## src/hdl/can_wti_pkg.sv

```systemverilog
// constants shared by the wakeup, test-mode and interrupt logic
// assumes a single 250 MHz module clock, kept running by the caller in sleep
package can_wti_pkg;
  typedef enum logic [1:0] {
    TEST_OFF = 2'h0,
    TEST_LISTEN = 2'h1,
    TEST_EXT_LOOP = 2'h2,
    TEST_INT_LOOP = 2'h3
  } test_mode_t;
  typedef enum logic [3:0] {
    MODE_OPER = 4'h1,
    MODE_RESET = 4'h2,
    MODE_HALT = 4'h4,
    MODE_SLEEP = 4'h8
  } can_mode_t;
  localparam int CLK_MHZ = 250;
  localparam int IR_LOW_CYCLES = 5;
  localparam logic [2:0] IR_LOW_LAST = 3'(IR_LOW_CYCLES - 1);
  localparam int MBX_RX_QUEUE_FLAG_TIMING_BIT = 13;
  localparam int MBX_RX_QUEUE_FLAG_EN_BIT = 12;
  localparam int MBX_TX_QUEUE_FLAG_TIMING_BIT = 9;
  localparam int MBX_TX_QUEUE_FLAG_EN_BIT = 8;
  localparam int NUM_MAILBOX = 16;
  localparam logic [1:0] FLAGS_RESET = 2'h0;
  localparam logic RECESSIVE = 1'b1;
endpackage : can_wti_pkg

```

## src/hdl/can_irq_line.sv

```systemverilog
// one interrupt request line combining two sources with their enables
// assumes the request bit write strobe comes from logic on clk
`timescale 1ns/10ps
module can_irq_line (
  input wire logic clk,
  input wire logic resetn,
  input wire logic [1:0] srcFlag,
  input wire logic [1:0] srcEnable,
  input wire logic irWriteZero,
  output logic irq
);
  logic [2:0] holdCnt_q;
  logic live;
  assign live = |(srcFlag & srcEnable);
  // software clear only masks for a fixed time; not a latch
  always_ff @(posedge clk or negedge resetn) begin
    if (!resetn) begin
      holdCnt_q <= 3'h0;
    end else if (irWriteZero && live) begin
      holdCnt_q <= can_wti_pkg::IR_LOW_LAST + 3'h1;
    end else if (holdCnt_q != 3'h0) begin
      holdCnt_q <= holdCnt_q - 3'h1;
    end
  end
  always_ff @(posedge clk or negedge resetn) begin
    if (!resetn) begin
      irq <= 1'b0;
    end else begin
      irq <= live && !(irWriteZero && live) && (holdCnt_q <= 3'h1);
    end
  end
endmodule : can_irq_line

```

## src/hdl/can_sync2.sv

```systemverilog
// two-stage synchroniser for a pin input
// assumes the pin is asynchronous to clk; resets to recessive
`timescale 1ns/10ps
module can_sync2 (
  input wire logic clk,
  input wire logic resetn,
  input wire logic din,
  output logic dout
);
  logic meta_q;
  always_ff @(posedge clk or negedge resetn) begin
    if (!resetn) begin
      meta_q <= can_wti_pkg::RECESSIVE;
      dout <= can_wti_pkg::RECESSIVE;
    end else begin
      meta_q <= din;
      dout <= meta_q;
    end
  end
endmodule : can_sync2

```

## src/hdl/can_wakeup_test_modes_irq.sv

```systemverilog
// wakeup, test-mode pin routing and interrupt flag logic of the CAN controller
// assumes the protocol engine drives engineTx and consumes engineRx on clk;
// the caller keeps clk running while sleep is active
`timescale 1ns/10ps
module can_wakeup_test_modes_irq #(
  parameter int NUM_MBX = can_wti_pkg::NUM_MAILBOX,
  parameter int NUM_ERR = 8
) (
  input wire logic clk,
  input wire logic resetn,
  input wire logic can_rx_pin,
  output logic can_tx_pin,
  input wire logic can_pin_enable,
  input wire logic test_mode_select_hi,
  input wire logic test_mode_select_lo,
  input wire logic reqReset,
  input wire logic reqHalt,
  input wire logic reqOper,
  input wire logic reqSleep,
  input wire logic cancelSleep,
  input wire logic engineTx,
  output logic engineRx,
  output logic selfAck,
  output logic txStartAllow,
  input wire logic rxFifoStoreEarly,
  input wire logic rxFifoStoreLate,
  input wire logic txFifoDoneEarly,
  input wire logic txFifoDoneLate,
  input wire logic [15:0] mailbox_int_enable_reg,
  input wire logic [NUM_MBX-1:0] fresh_message_flag,
  input wire logic [NUM_MBX-1:0] sent_message_flag,
  input wire logic [NUM_ERR-1:0] fault_source_flags,
  input wire logic [NUM_ERR-1:0] fault_int_enable_reg,
  input wire logic [NUM_MBX-1:0] mbxIntEnable,
  input wire logic [5:0] can_int_enable_reg,
  input wire logic [5:0] statusRead,
  input wire logic [5:0] statusWriteZero,
  input wire logic [2:0] irWriteZero,
  output logic [2:0] int_request_bit,
  output logic [5:0] can_int_status_reg,
  output logic [3:0] modeState,
  output logic [1:0] testMode
);
  // status bit order: 0 rx done, 1 rx queue, 2 tx done, 3 tx queue, 4 fault, 5 wake
  localparam int S_RXD = 0;
  localparam int S_RXQ = 1;
  localparam int S_TXD = 2;
  localparam int S_TXQ = 3;
  localparam int S_FLT = 4;
  localparam int S_WAK = 5;

  can_wti_pkg::can_mode_t mode_q;
  can_wti_pkg::can_mode_t preSleep_q;
  can_wti_pkg::test_mode_t test_q;
  logic rxSync;
  logic rxPrev_q;
  logic fallEdge;
  logic rxInternal;
  logic [5:0] flags_q;
  logic [5:0] readOne_q;
  logic enterReset;
  logic active;

  can_sync2 u_rx_sync (
    .clk(clk),
    .resetn(resetn),
    .din(can_rx_pin),
    .dout(rxSync)
  );

  assign active = (mode_q != can_wti_pkg::MODE_SLEEP);
  assign enterReset = reqReset && (mode_q != can_wti_pkg::MODE_RESET) && active;

  // mode sequencing; sleep is entered only from reset or halt
  always_ff @(posedge clk or negedge resetn) begin
    if (!resetn) begin
      mode_q <= can_wti_pkg::MODE_RESET;
      preSleep_q <= can_wti_pkg::MODE_RESET;
    end else if (mode_q == can_wti_pkg::MODE_SLEEP) begin
      if (cancelSleep) begin
        mode_q <= preSleep_q;
      end
    end else if (reqSleep && (mode_q != can_wti_pkg::MODE_OPER)) begin
      preSleep_q <= mode_q;
      mode_q <= can_wti_pkg::MODE_SLEEP;
    end else if (reqReset) begin
      mode_q <= can_wti_pkg::MODE_RESET;
    end else if (reqHalt) begin
      mode_q <= can_wti_pkg::MODE_HALT;
    end else if (reqOper) begin
      mode_q <= can_wti_pkg::MODE_OPER;
    end
  end

  // test mode latches only in halt; software is expected to respect this too
  always_ff @(posedge clk or negedge resetn) begin
    if (!resetn) begin
      test_q <= can_wti_pkg::TEST_OFF;
    end else if (mode_q == can_wti_pkg::MODE_HALT) begin
      test_q <= can_wti_pkg::test_mode_t'({test_mode_select_hi, test_mode_select_lo});
    end
  end

  always_ff @(posedge clk or negedge resetn) begin
    if (!resetn) begin
      rxPrev_q <= can_wti_pkg::RECESSIVE;
    end else begin
      rxPrev_q <= rxSync;
    end
  end
  // edge watch works in sleep too so a bus frame can wake the module
  assign fallEdge = rxPrev_q && !rxSync && can_pin_enable;

  // receive path: internal loop ignores the pin; listen-only ORs own dominant in
  always_comb begin
    unique case (test_q)
      can_wti_pkg::TEST_INT_LOOP: rxInternal = engineTx;
      can_wti_pkg::TEST_LISTEN: rxInternal = rxSync & engineTx;
      can_wti_pkg::TEST_EXT_LOOP: rxInternal = rxSync;
      can_wti_pkg::TEST_OFF: rxInternal = rxSync;
    endcase
  end

  always_ff @(posedge clk or negedge resetn) begin
    if (!resetn) begin
      can_tx_pin <= can_wti_pkg::RECESSIVE;
      engineRx <= can_wti_pkg::RECESSIVE;
      selfAck <= 1'b0;
      txStartAllow <= 1'b0;
    end else begin
      if (!active || !can_pin_enable) begin
        can_tx_pin <= can_wti_pkg::RECESSIVE;
      end else if (test_q == can_wti_pkg::TEST_LISTEN || test_q == can_wti_pkg::TEST_INT_LOOP) begin
        can_tx_pin <= can_wti_pkg::RECESSIVE;
      end else begin
        can_tx_pin <= engineTx;
      end
      engineRx <= active ? rxInternal : can_wti_pkg::RECESSIVE;
      selfAck <= active && (test_q == can_wti_pkg::TEST_EXT_LOOP ||
                            test_q == can_wti_pkg::TEST_INT_LOOP);
      txStartAllow <= active && (test_q != can_wti_pkg::TEST_LISTEN);
    end
  end

  // read-one tracking: a write of zero clears only after a read showed one
  always_ff @(posedge clk or negedge resetn) begin
    if (!resetn) begin
      readOne_q <= 6'h00;
    end else begin
      readOne_q <= (readOne_q | (statusRead & flags_q)) & ~statusWriteZero;
    end
  end

  logic [5:0] setEv;
  logic [5:0] clrEv;
  logic rxDoneLive;
  logic txDoneLive;
  assign rxDoneLive = |(fresh_message_flag & mbxIntEnable);
  assign txDoneLive = |(sent_message_flag & mbxIntEnable);
  always_comb begin
    setEv = 6'h00;
    clrEv = 6'h00;
    if (active) begin
      setEv[S_RXQ] = mailbox_int_enable_reg[can_wti_pkg::MBX_RX_QUEUE_FLAG_EN_BIT] &&
        (mailbox_int_enable_reg[can_wti_pkg::MBX_RX_QUEUE_FLAG_TIMING_BIT] ?
         rxFifoStoreLate : rxFifoStoreEarly);
      setEv[S_TXQ] = mailbox_int_enable_reg[can_wti_pkg::MBX_TX_QUEUE_FLAG_EN_BIT] &&
        (mailbox_int_enable_reg[can_wti_pkg::MBX_TX_QUEUE_FLAG_TIMING_BIT] ?
         txFifoDoneLate : txFifoDoneEarly);
      setEv[S_FLT] = |(fault_source_flags & fault_int_enable_reg);
    end
    setEv[S_WAK] = fallEdge;
    // software clears of all but the wake flag are ignored while asleep, so the frozen flags stay as they were
    clrEv = active ? (readOne_q & statusWriteZero) : 6'h00;
    if (enterReset) begin
      clrEv = clrEv | 6'h1F;
    end
    clrEv[S_WAK] = readOne_q[S_WAK] & statusWriteZero[S_WAK];
  end

  // set wins over a software clear in the same cycle; reset-mode entry wins over all except on the wake flag
  always_ff @(posedge clk or negedge resetn) begin
    if (!resetn) begin
      flags_q <= 6'h00;
    end else begin
      for (int i = 0; i < 6; i++) begin
        if (i == S_RXD) begin
          flags_q[i] <= enterReset ? 1'b0 : (active ? rxDoneLive : flags_q[i]);
        end else if (i == S_TXD) begin
          flags_q[i] <= enterReset ? 1'b0 : (active ? txDoneLive : flags_q[i]);
        end else if (enterReset && i != S_WAK) begin
          flags_q[i] <= 1'b0;
        end else if (setEv[i]) begin
          flags_q[i] <= 1'b1;
        end else if (clrEv[i]) begin
          flags_q[i] <= 1'b0;
        end
      end
    end
  end

  always_ff @(posedge clk or negedge resetn) begin
    if (!resetn) begin
      can_int_status_reg <= 6'h00;
      modeState <= can_wti_pkg::MODE_RESET;
      testMode <= can_wti_pkg::TEST_OFF;
    end else begin
      can_int_status_reg <= flags_q;
      modeState <= mode_q;
      testMode <= test_q;
    end
  end

  // pairing: line 0 rx done+rx queue, line 1 tx done+tx queue, line 2 fault+wake
  genvar g;
  generate
    for (g = 0; g < 3; g++) begin : g_irq
      can_irq_line u_line (
        .clk(clk),
        .resetn(resetn),
        .srcFlag(flags_q[2*g+1:2*g]),
        .srcEnable(can_int_enable_reg[2*g+1:2*g]),
        .irWriteZero(irWriteZero[g]),
        .irq(int_request_bit[g])
      );
    end
  endgenerate
endmodule : can_wakeup_test_modes_irq

```

## config.mk

```make
export PLATFORM = sky130hd
export DESIGN_NAME = can_wakeup_test_modes_irq
export DESIGN_NICKNAME = d
export VERILOG_FILES = /design/src/hdl/can_wti_pkg.sv /design/src/hdl/can_irq_line.sv /design/src/hdl/can_sync2.sv /design/src/hdl/can_wakeup_test_modes_irq.sv
export SDC_FILE = /design/constraint.sdc
export NUM_CORES = 1
export LEC_CHECK = 0
export CORE_MARGIN = 2
export CORE_UTILIZATION = 56
export CTS_BUF_LIST = sky130_fd_sc_hd__clkbuf_16
export CTS_CLUSTER_SIZE = 8
export DETAILED_ROUTE_END_ITERATION = 8
export DONT_BUFFER_PORTS = 1
export PLACE_DENSITY = 0.8
export SYNTH_ARGS = -nofsm -noshare
export SYNTH_HDL_FRONTEND = slang
export SYNTH_SLANG_ARGS = --single-unit
```

## constraint.sdc

```tcl
create_clock -name clk -period 1.7 [get_ports clk]
set_clock_uncertainty 0.1 [all_clocks]
set_input_delay 0.34 -clock clk [delete_from_list [all_inputs] [get_ports clk]]
set_output_delay 0.34 -clock clk [all_outputs]
set_load 0.1 [all_outputs]
```

-- Yosys cells after proc, flatten, opt, wreduce, memory -nomap -nowiden
Index checks and enable logic that the tools add are counted.
- $lt $le $gt $ge: 3
- reduce and logical (&&, ||, !) cells: 49
- multipliers: 0
- div/mod/pow operators: 0
- shift-type cells: 0
- equality and inequality tests: 10
- mux-type cells: 37
- $add $sub $neg: 3
- bitwise logic cells: 14
- operators with widths (cell ; count):
    AND 16 bit ; 2
    OR reduction 16 bit ; 2
    two-way mux 4 bit ; 6
    two-way mux 1 bit ; 21
    logical AND 1 bit ; 18
    two-way mux 3 bit ; 6
    nonzero test 3 bit ; 6
    AND 6 bit ; 2
    two-way mux 5 bit ; 2
    nonzero test 2 bit ; 5
    less-or-equal comparator 3 x 1 -> 1 bit, second input constant ; 3
    subtractor 3 x 1 -> 3 bit, second input constant ; 3
    AND 8 bit ; 1
    OR reduction 2 bit ; 4
    OR reduction 8 bit ; 1
    AND 2 bit ; 3
    logical NOT 1 bit ; 6
    NOT 6 bit ; 1
    bitwise OR 6 bit ; 1
    AND 5 bit ; 1
    nonzero test 5 bit ; 1
    == test 2 bit, second input constant ; 2
    == test 4 x 3 -> 1 bit, second input constant ; 1
    == test 4 bit, second input constant ; 1
    other kinds (13) ; 17
- logic and storage cells: 141
- ROM bits: 0
- register bits after elaboration: 53
- output and inout port bits: 19
- memories: 0
- latch bits: 0
- input bits: 117
- RAM bits: 0

-- Logic depth before layout (Yosys ltp)
- word-level depth: 7
- mapped depth: 6
- depth with buffers taken out: 5

-- Hierarchy
A second synthesis with hierarchy kept.
- cells, all modules: 197
- area, all modules: 2313.5 µm²
- by module, submodules not included (module ; cells each ; area an instance (µm²) ; sequential area each (µm²) ; instances):
    can_wakeup_test_modes_irq ; 132 ; 1577.8 ; 933.4 ; 1
    can_irq_line ; 21 ; 227.7 ; 100.1 ; 3
    can_sync2 ; 2 ; 52.6 ; 52.6 ; 1

-- Worst setup path before layout
No wires, ideal clock.
- path type: flip-flop to flip-flop
- start: reg mode_q[1]
- end: reg mode_q[2]
- arrival: 1.621 ns
- library setup time: 0.128 ns
- stages on the path, launching flop included: 7
- clock period less this slack: 1.849 ns
- setup slack: -0.149 ns
- path buffers: 2
- required time: 1.472 ns
- path through: dfstp_2 buf_6 or4b_1 buf_6 nor2_8 a31oi_4 mux2_1
- cells in the longest elaborated chain, start to end: 4
- elaborated cells on any way between the ends: 8
- those cells by class: 3 x eq/ne; 2 x mux; 3 x reduce/logical
- ends and longest elaborated chain (what ; RTL line ; source):
    start: declaration ; can_wakeup_test_modes_irq.sv:52 ; can_wti_pkg::can_mode_t mode_q;
    start signal: assignment ; can_wakeup_test_modes_irq.sv:77 ; mode_q <= can_wti_pkg::MODE_RESET;
    start signal: assignment ; can_wakeup_test_modes_irq.sv:81 ; mode_q <= preSleep_q;
    start signal: assignment ; can_wakeup_test_modes_irq.sv:85 ; mode_q <= can_wti_pkg::MODE_SLEEP;
    != test 4 x 1 -> 1 bit ; can_wakeup_test_modes_irq.sv:83 ; end else if (reqSleep && (mode_q != can_wti_pkg::MODE_OPER)) begin
    logical AND 1 bit ; can_wakeup_test_modes_irq.sv:83 ;
    nonzero test 5 bit (no source line) or two-way mux 4 bit (tied branches) ; -- ;
    AND reduction 2 bit (no source line) or two-way mux 4 bit (tied branches) ; -- ;
Parallel ways exist; a longest one is shown, timed or not.
A chain may end at the register's enable or synchronous reset.

-- Final worst setup path
- start: reg mode_q[0]
- end: reg mode_q[2]
Same word-level chain as after synthesis.

==> run metrics <==
detailed-route wire length=approximately 5300 um; violations in the final reports=negative setup slack; fraction of layout cells with a size suffix above 1=0.2760; TritonCTS clock tree=yes; Layout Nets=~380; number of flops mapped to enable cells by yosys=0; Core Footprint=between 4000 and 5000 sq um; worst max-slew margin expressed relative to the limit=0.6672; setup total negative slack=-0.1059 ns; data required time of the critical path=between 1.5 and 2 ns; met1 global-route usage=0.3109; dpl hpwl=3923 um; Synthesis Warnings=0; met3 Resource Use GR=0.06105; max-cap check violation count=0; top cell family by delay on the critical path=simple AND/OR/NAND/NOR gates; share of power burned in registers=0.349; Starting Density=0.5896; commonest register cell after synthesis=sky130_fd_sc_hd__dfrtp_1; count of filler cells inserted in the layout=291; number of library cell types mapped by synthesis=45; worst setup path category=flop to flop; data arrival time at the worst-slack endpoint=1.81 ns; Post-DP Area=around 2700 sq um; transition time of the tightest slew-check pin=around 0.50 ns; adder-cell share of the synthesized area=0.04707; type of element launching the critical path=flop; main combinational cell family by area after synthesis=compound AO/OA/AOI/OAI gates; Power Dens Cells=around 2200 nW/um^2; Switching Fraction=0.4477; share of synthesized flip-flops with an asynchronous set or reset=1.000; RSZ-0062 raised after global routing=yes; Worst Setup End Kind=flop; number of nets in the synthesized netlist=roughly 330; CP cell instances=or4b_4 -> nor2_8 -> a31oi_4 -> mux2_4; total die area=~4800 sq um; overall routing resource usage=0.2344; leakage power of the design=roughly 0.0014 uW; post-layout total power=roughly 6500 uW; final setup slack of the worst path=-0.04360 ns; Max Buffers Root-to-Sink=2; Max VDD drop=~1400 uV; wire length of the first global-routing pass=between 8000 and 9000 um; Cell Rows=23; number of global-route vias before repair=about 1,900; maximum frequency from static timing analysis=about 570 MHz; flip-flop count of the largest register, all copies and words added=9; post-route DRC violation count=0; final hold viol count=0; mux cell area share after synthesis=0.04027; overflow left after global routing=0; fraction of the mapped netlist area in simple logic gates=0.1229; fraction of power consumed by combinational cells=0.486; Port Buffers=0; pin count of the biggest net entering global routing=52; antenna violations before repair=0; vertical die dimension=a little under 70 um; share of the cycle needed by the critical path after routing=1.026; internal power of the cells=about 3600 uW; number of sinks on the clock net=51; drt wl/cell=~18 um; ant diodes=0; via/cell ratio=around 5.8; count of H-tree levels built during CTS=2; final critical delay including setup and external delays=between 1.5 and 2 ns; routed vias=1,750; first drt pass iteration count=4; synthesis-to-finish area growth=23.85%; Antenna Violating Nets Remaining=0; Final Max Tran Viols=0; maximum fanout along the worst path=6; layer with the highest usage=met2; buffers and inverters on the worst path=0; Layout Cell Area excl Fill=~3000 sq um; netlist area before placement=about 2400 sq um; top-level port count=between 100 and 150; gp weighted congestion=between 0.7 and 0.8; cell chosen for the clock root=sky130_fd_sc_hd__clkbuf_16; worst setup slack for register-to-register paths=-0.04 ns; final setup vio count=4; Hold Crit Class=primary input to flop; share of Yosys cell area claimed by the top area cell type=0.4498; cell type with the largest total area after synthesis=sky130_fd_sc_hd__dfrtp_1; count of state elements after synthesis=51; M2 GR Usage=0.3846; Synth Area in Compound Gates=0.1972; Post-Synthesis Cells=approximately 210; run status=finished, violations left; delay of the slowest critical-path stage=approximately 0.58 ns; clock-pin slew of the registers on the worst-case setup and hold paths=about 0.06 ns; share of the synthesized netlist area taken by xor and xnor gates=0.01464; Clock Power Share=0.165; Horiz. Die Dim=~69 um; reported net switching power=approximately 3000 uW; Iter 0 DRT Violations=139; number of buffers created by CTS=5; part of the Yosys area used for sequential elements=0.5377; top post-synthesis cells by area=sky130_fd_sc_hd__dfrtp_1 (45%), sky130_fd_sc_hd__dfstp_2 (8.8%), sky130_fd_sc_hd__ha_1 (4.7%); Post-Syn Area per Cell=roughly 12 sq um; slowest cell on the critical path=sky130_fd_sc_hd__or4b_4; clock insertion delay at the later pin of the skew report=0.28 ns
==> cell families after synthesis <==
family / Yosys count
compound gates: 60
simple gates: 55
flops: 51
buf+inv: 18
mux: 9
fa+ha+maj: 9
xor+xnor: 4
==> Yosys cell counts, types with 6 or more instances <==
cell type                  instances
sky130_fd_sc_hd__dfrtp_1          43
sky130_fd_sc_hd__inv_1             9
sky130_fd_sc_hd__a221oi_1          8
sky130_fd_sc_hd__o21ai_0           6
sky130_fd_sc_hd__dfstp_2           8
sky130_fd_sc_hd__a22o_1           11
sky130_fd_sc_hd__ha_1              9
sky130_fd_sc_hd__nor2_1           16
sky130_fd_sc_hd__a21oi_1          12
sky130_fd_sc_hd__a22oi_1           7
sky130_fd_sc_hd__nand2b_1          7
sky130_fd_sc_hd__nand2_1          16
==> timing repair <==
item / in CTS / in global routing
resized for setup: 4 / 5
endpoints found under the setup margin: 11 / 10
hold buffers: 3 / 0
hold endpoints to repair: 52 / 0
setup buffers: 7 / 0
pin swaps: 2 / 2
==> final timing paths <==
check | end | cells past startpoint | start
worst max-delay path | mode_q[2] | 4 | mode_q[0]
worst min-delay path | readOne_q[3] | 1 | statusWriteZero[3]
worst max register to register | mode_q[2] | 4 | mode_q[0]
worst min register to register | u_rx_sync.dout | 0 | u_rx_sync.meta_q
max in group asynchronous | mode_q[1] | 2 | resetn
min in group asynchronous | can_int_status_reg[5] | 2 | resetn
==> worst reg2reg max path: stages, from the launching register on <==
cell                      delay (ns)
sky130_fd_sc_hd__dfrtp_2        0.46
sky130_fd_sc_hd__or4b_4         0.58
sky130_fd_sc_hd__nor2_8         0.12
sky130_fd_sc_hd__a31oi_4        0.06
sky130_fd_sc_hd__mux2_4         0.32
==> power groups by stage <==
stage | sequential (uW) | clock, uW | combinational [uW]
4_1_cts | 2260 | 1110 | 3160
3_5_place_dp | 2280 | 0 | 2920
5_1_grt | 2340 | 1160 | 3430
3_3_place_gp | 2250 | 0 | 2850
2_1_floorplan | 3170 | 0 | 1310
6_report | 2280 | 1080 | 3170
==> cell type report <==
| cell class | count | area [sq um] | area share |
|---|---|---|---|
| flip-flops and latches | 51 | 1289 | 0.4350 |
| multi-input cells | 137 | 1030 | 0.3476 |
| repair buffers | 44 | 379.1 | 0.1280 |
| clock buffers | 5 | 125.1 | 0.04223 |
| well taps | 50 | 62.56 | 0.02111 |
| inverters | 10 | 40.04 | 0.01351 |
| clock inverters | 3 | 37.54 | 0.01267 |
==> placed cells by master (no fill, tap or decap), types with 2 or more instances in the layout <==
cell type                       synthesis  final
sky130_fd_sc_hd__ha_1                   9      9
sky130_fd_sc_hd__a221oi_1               8      8
sky130_fd_sc_hd__and4_1                 2      2
sky130_fd_sc_hd__mux2_2                 3      3
sky130_fd_sc_hd__a32oi_1                2      2
sky130_fd_sc_hd__xnor2_1                3      3
sky130_fd_sc_hd__buf_4                  3     37
sky130_fd_sc_hd__buf_6                  2      3
sky130_fd_sc_hd__dlygate4sd3_1          0      2
sky130_fd_sc_hd__mux2i_1                4      4
sky130_fd_sc_hd__mux2_4                 0      2
sky130_fd_sc_hd__nand2b_1               7      7
sky130_fd_sc_hd__inv_1                  9     11
sky130_fd_sc_hd__o21ai_0                6      6
sky130_fd_sc_hd__nor2_1                16     16
sky130_fd_sc_hd__nand2_1               16     16
sky130_fd_sc_hd__o211a_1                3      3
sky130_fd_sc_hd__nor4_1                 3      3
sky130_fd_sc_hd__nand3_1                4      4
sky130_fd_sc_hd__dfrtp_2                0      2
sky130_fd_sc_hd__clkbuf_16              0      5
sky130_fd_sc_hd__dfrtp_1               43     41
sky130_fd_sc_hd__dfstp_2                8      8
sky130_fd_sc_hd__a21oi_1               12     12
sky130_fd_sc_hd__a22o_1                11     11
sky130_fd_sc_hd__a22oi_1                7      7
==> per-layer routing <==
layer | routed length, um | vias up | part of all wire
met5 | 0 | - | 0
met4 | 87 | 0 | 0.016
met3 | 250 | 11 | 0.047
met2 | 2711 | 49 | 0.51
met1 | 2265 | 851 | 0.43
li1 | - | 839 | -
==> per-stage QoR <==
stage / cells / util / hold slack, ns / worst slack (ns)
after floorplan: 206 / - / -0.05559 / -0.1430
after global placement: 283 / 0.6571 / -0.05456 / -0.07752
after detailed placement: 283 / 0.6571 / -0.05441 / -0.1045
after CTS: 301 / 0.7280 / 0.009150 / -0.02188
after global routing: 300 / 0.7302 / 0.004869 / -0.09175
final: 300 / 0.7302 / 0.01420 / -0.04360
(Power assumes the default switching activity.)
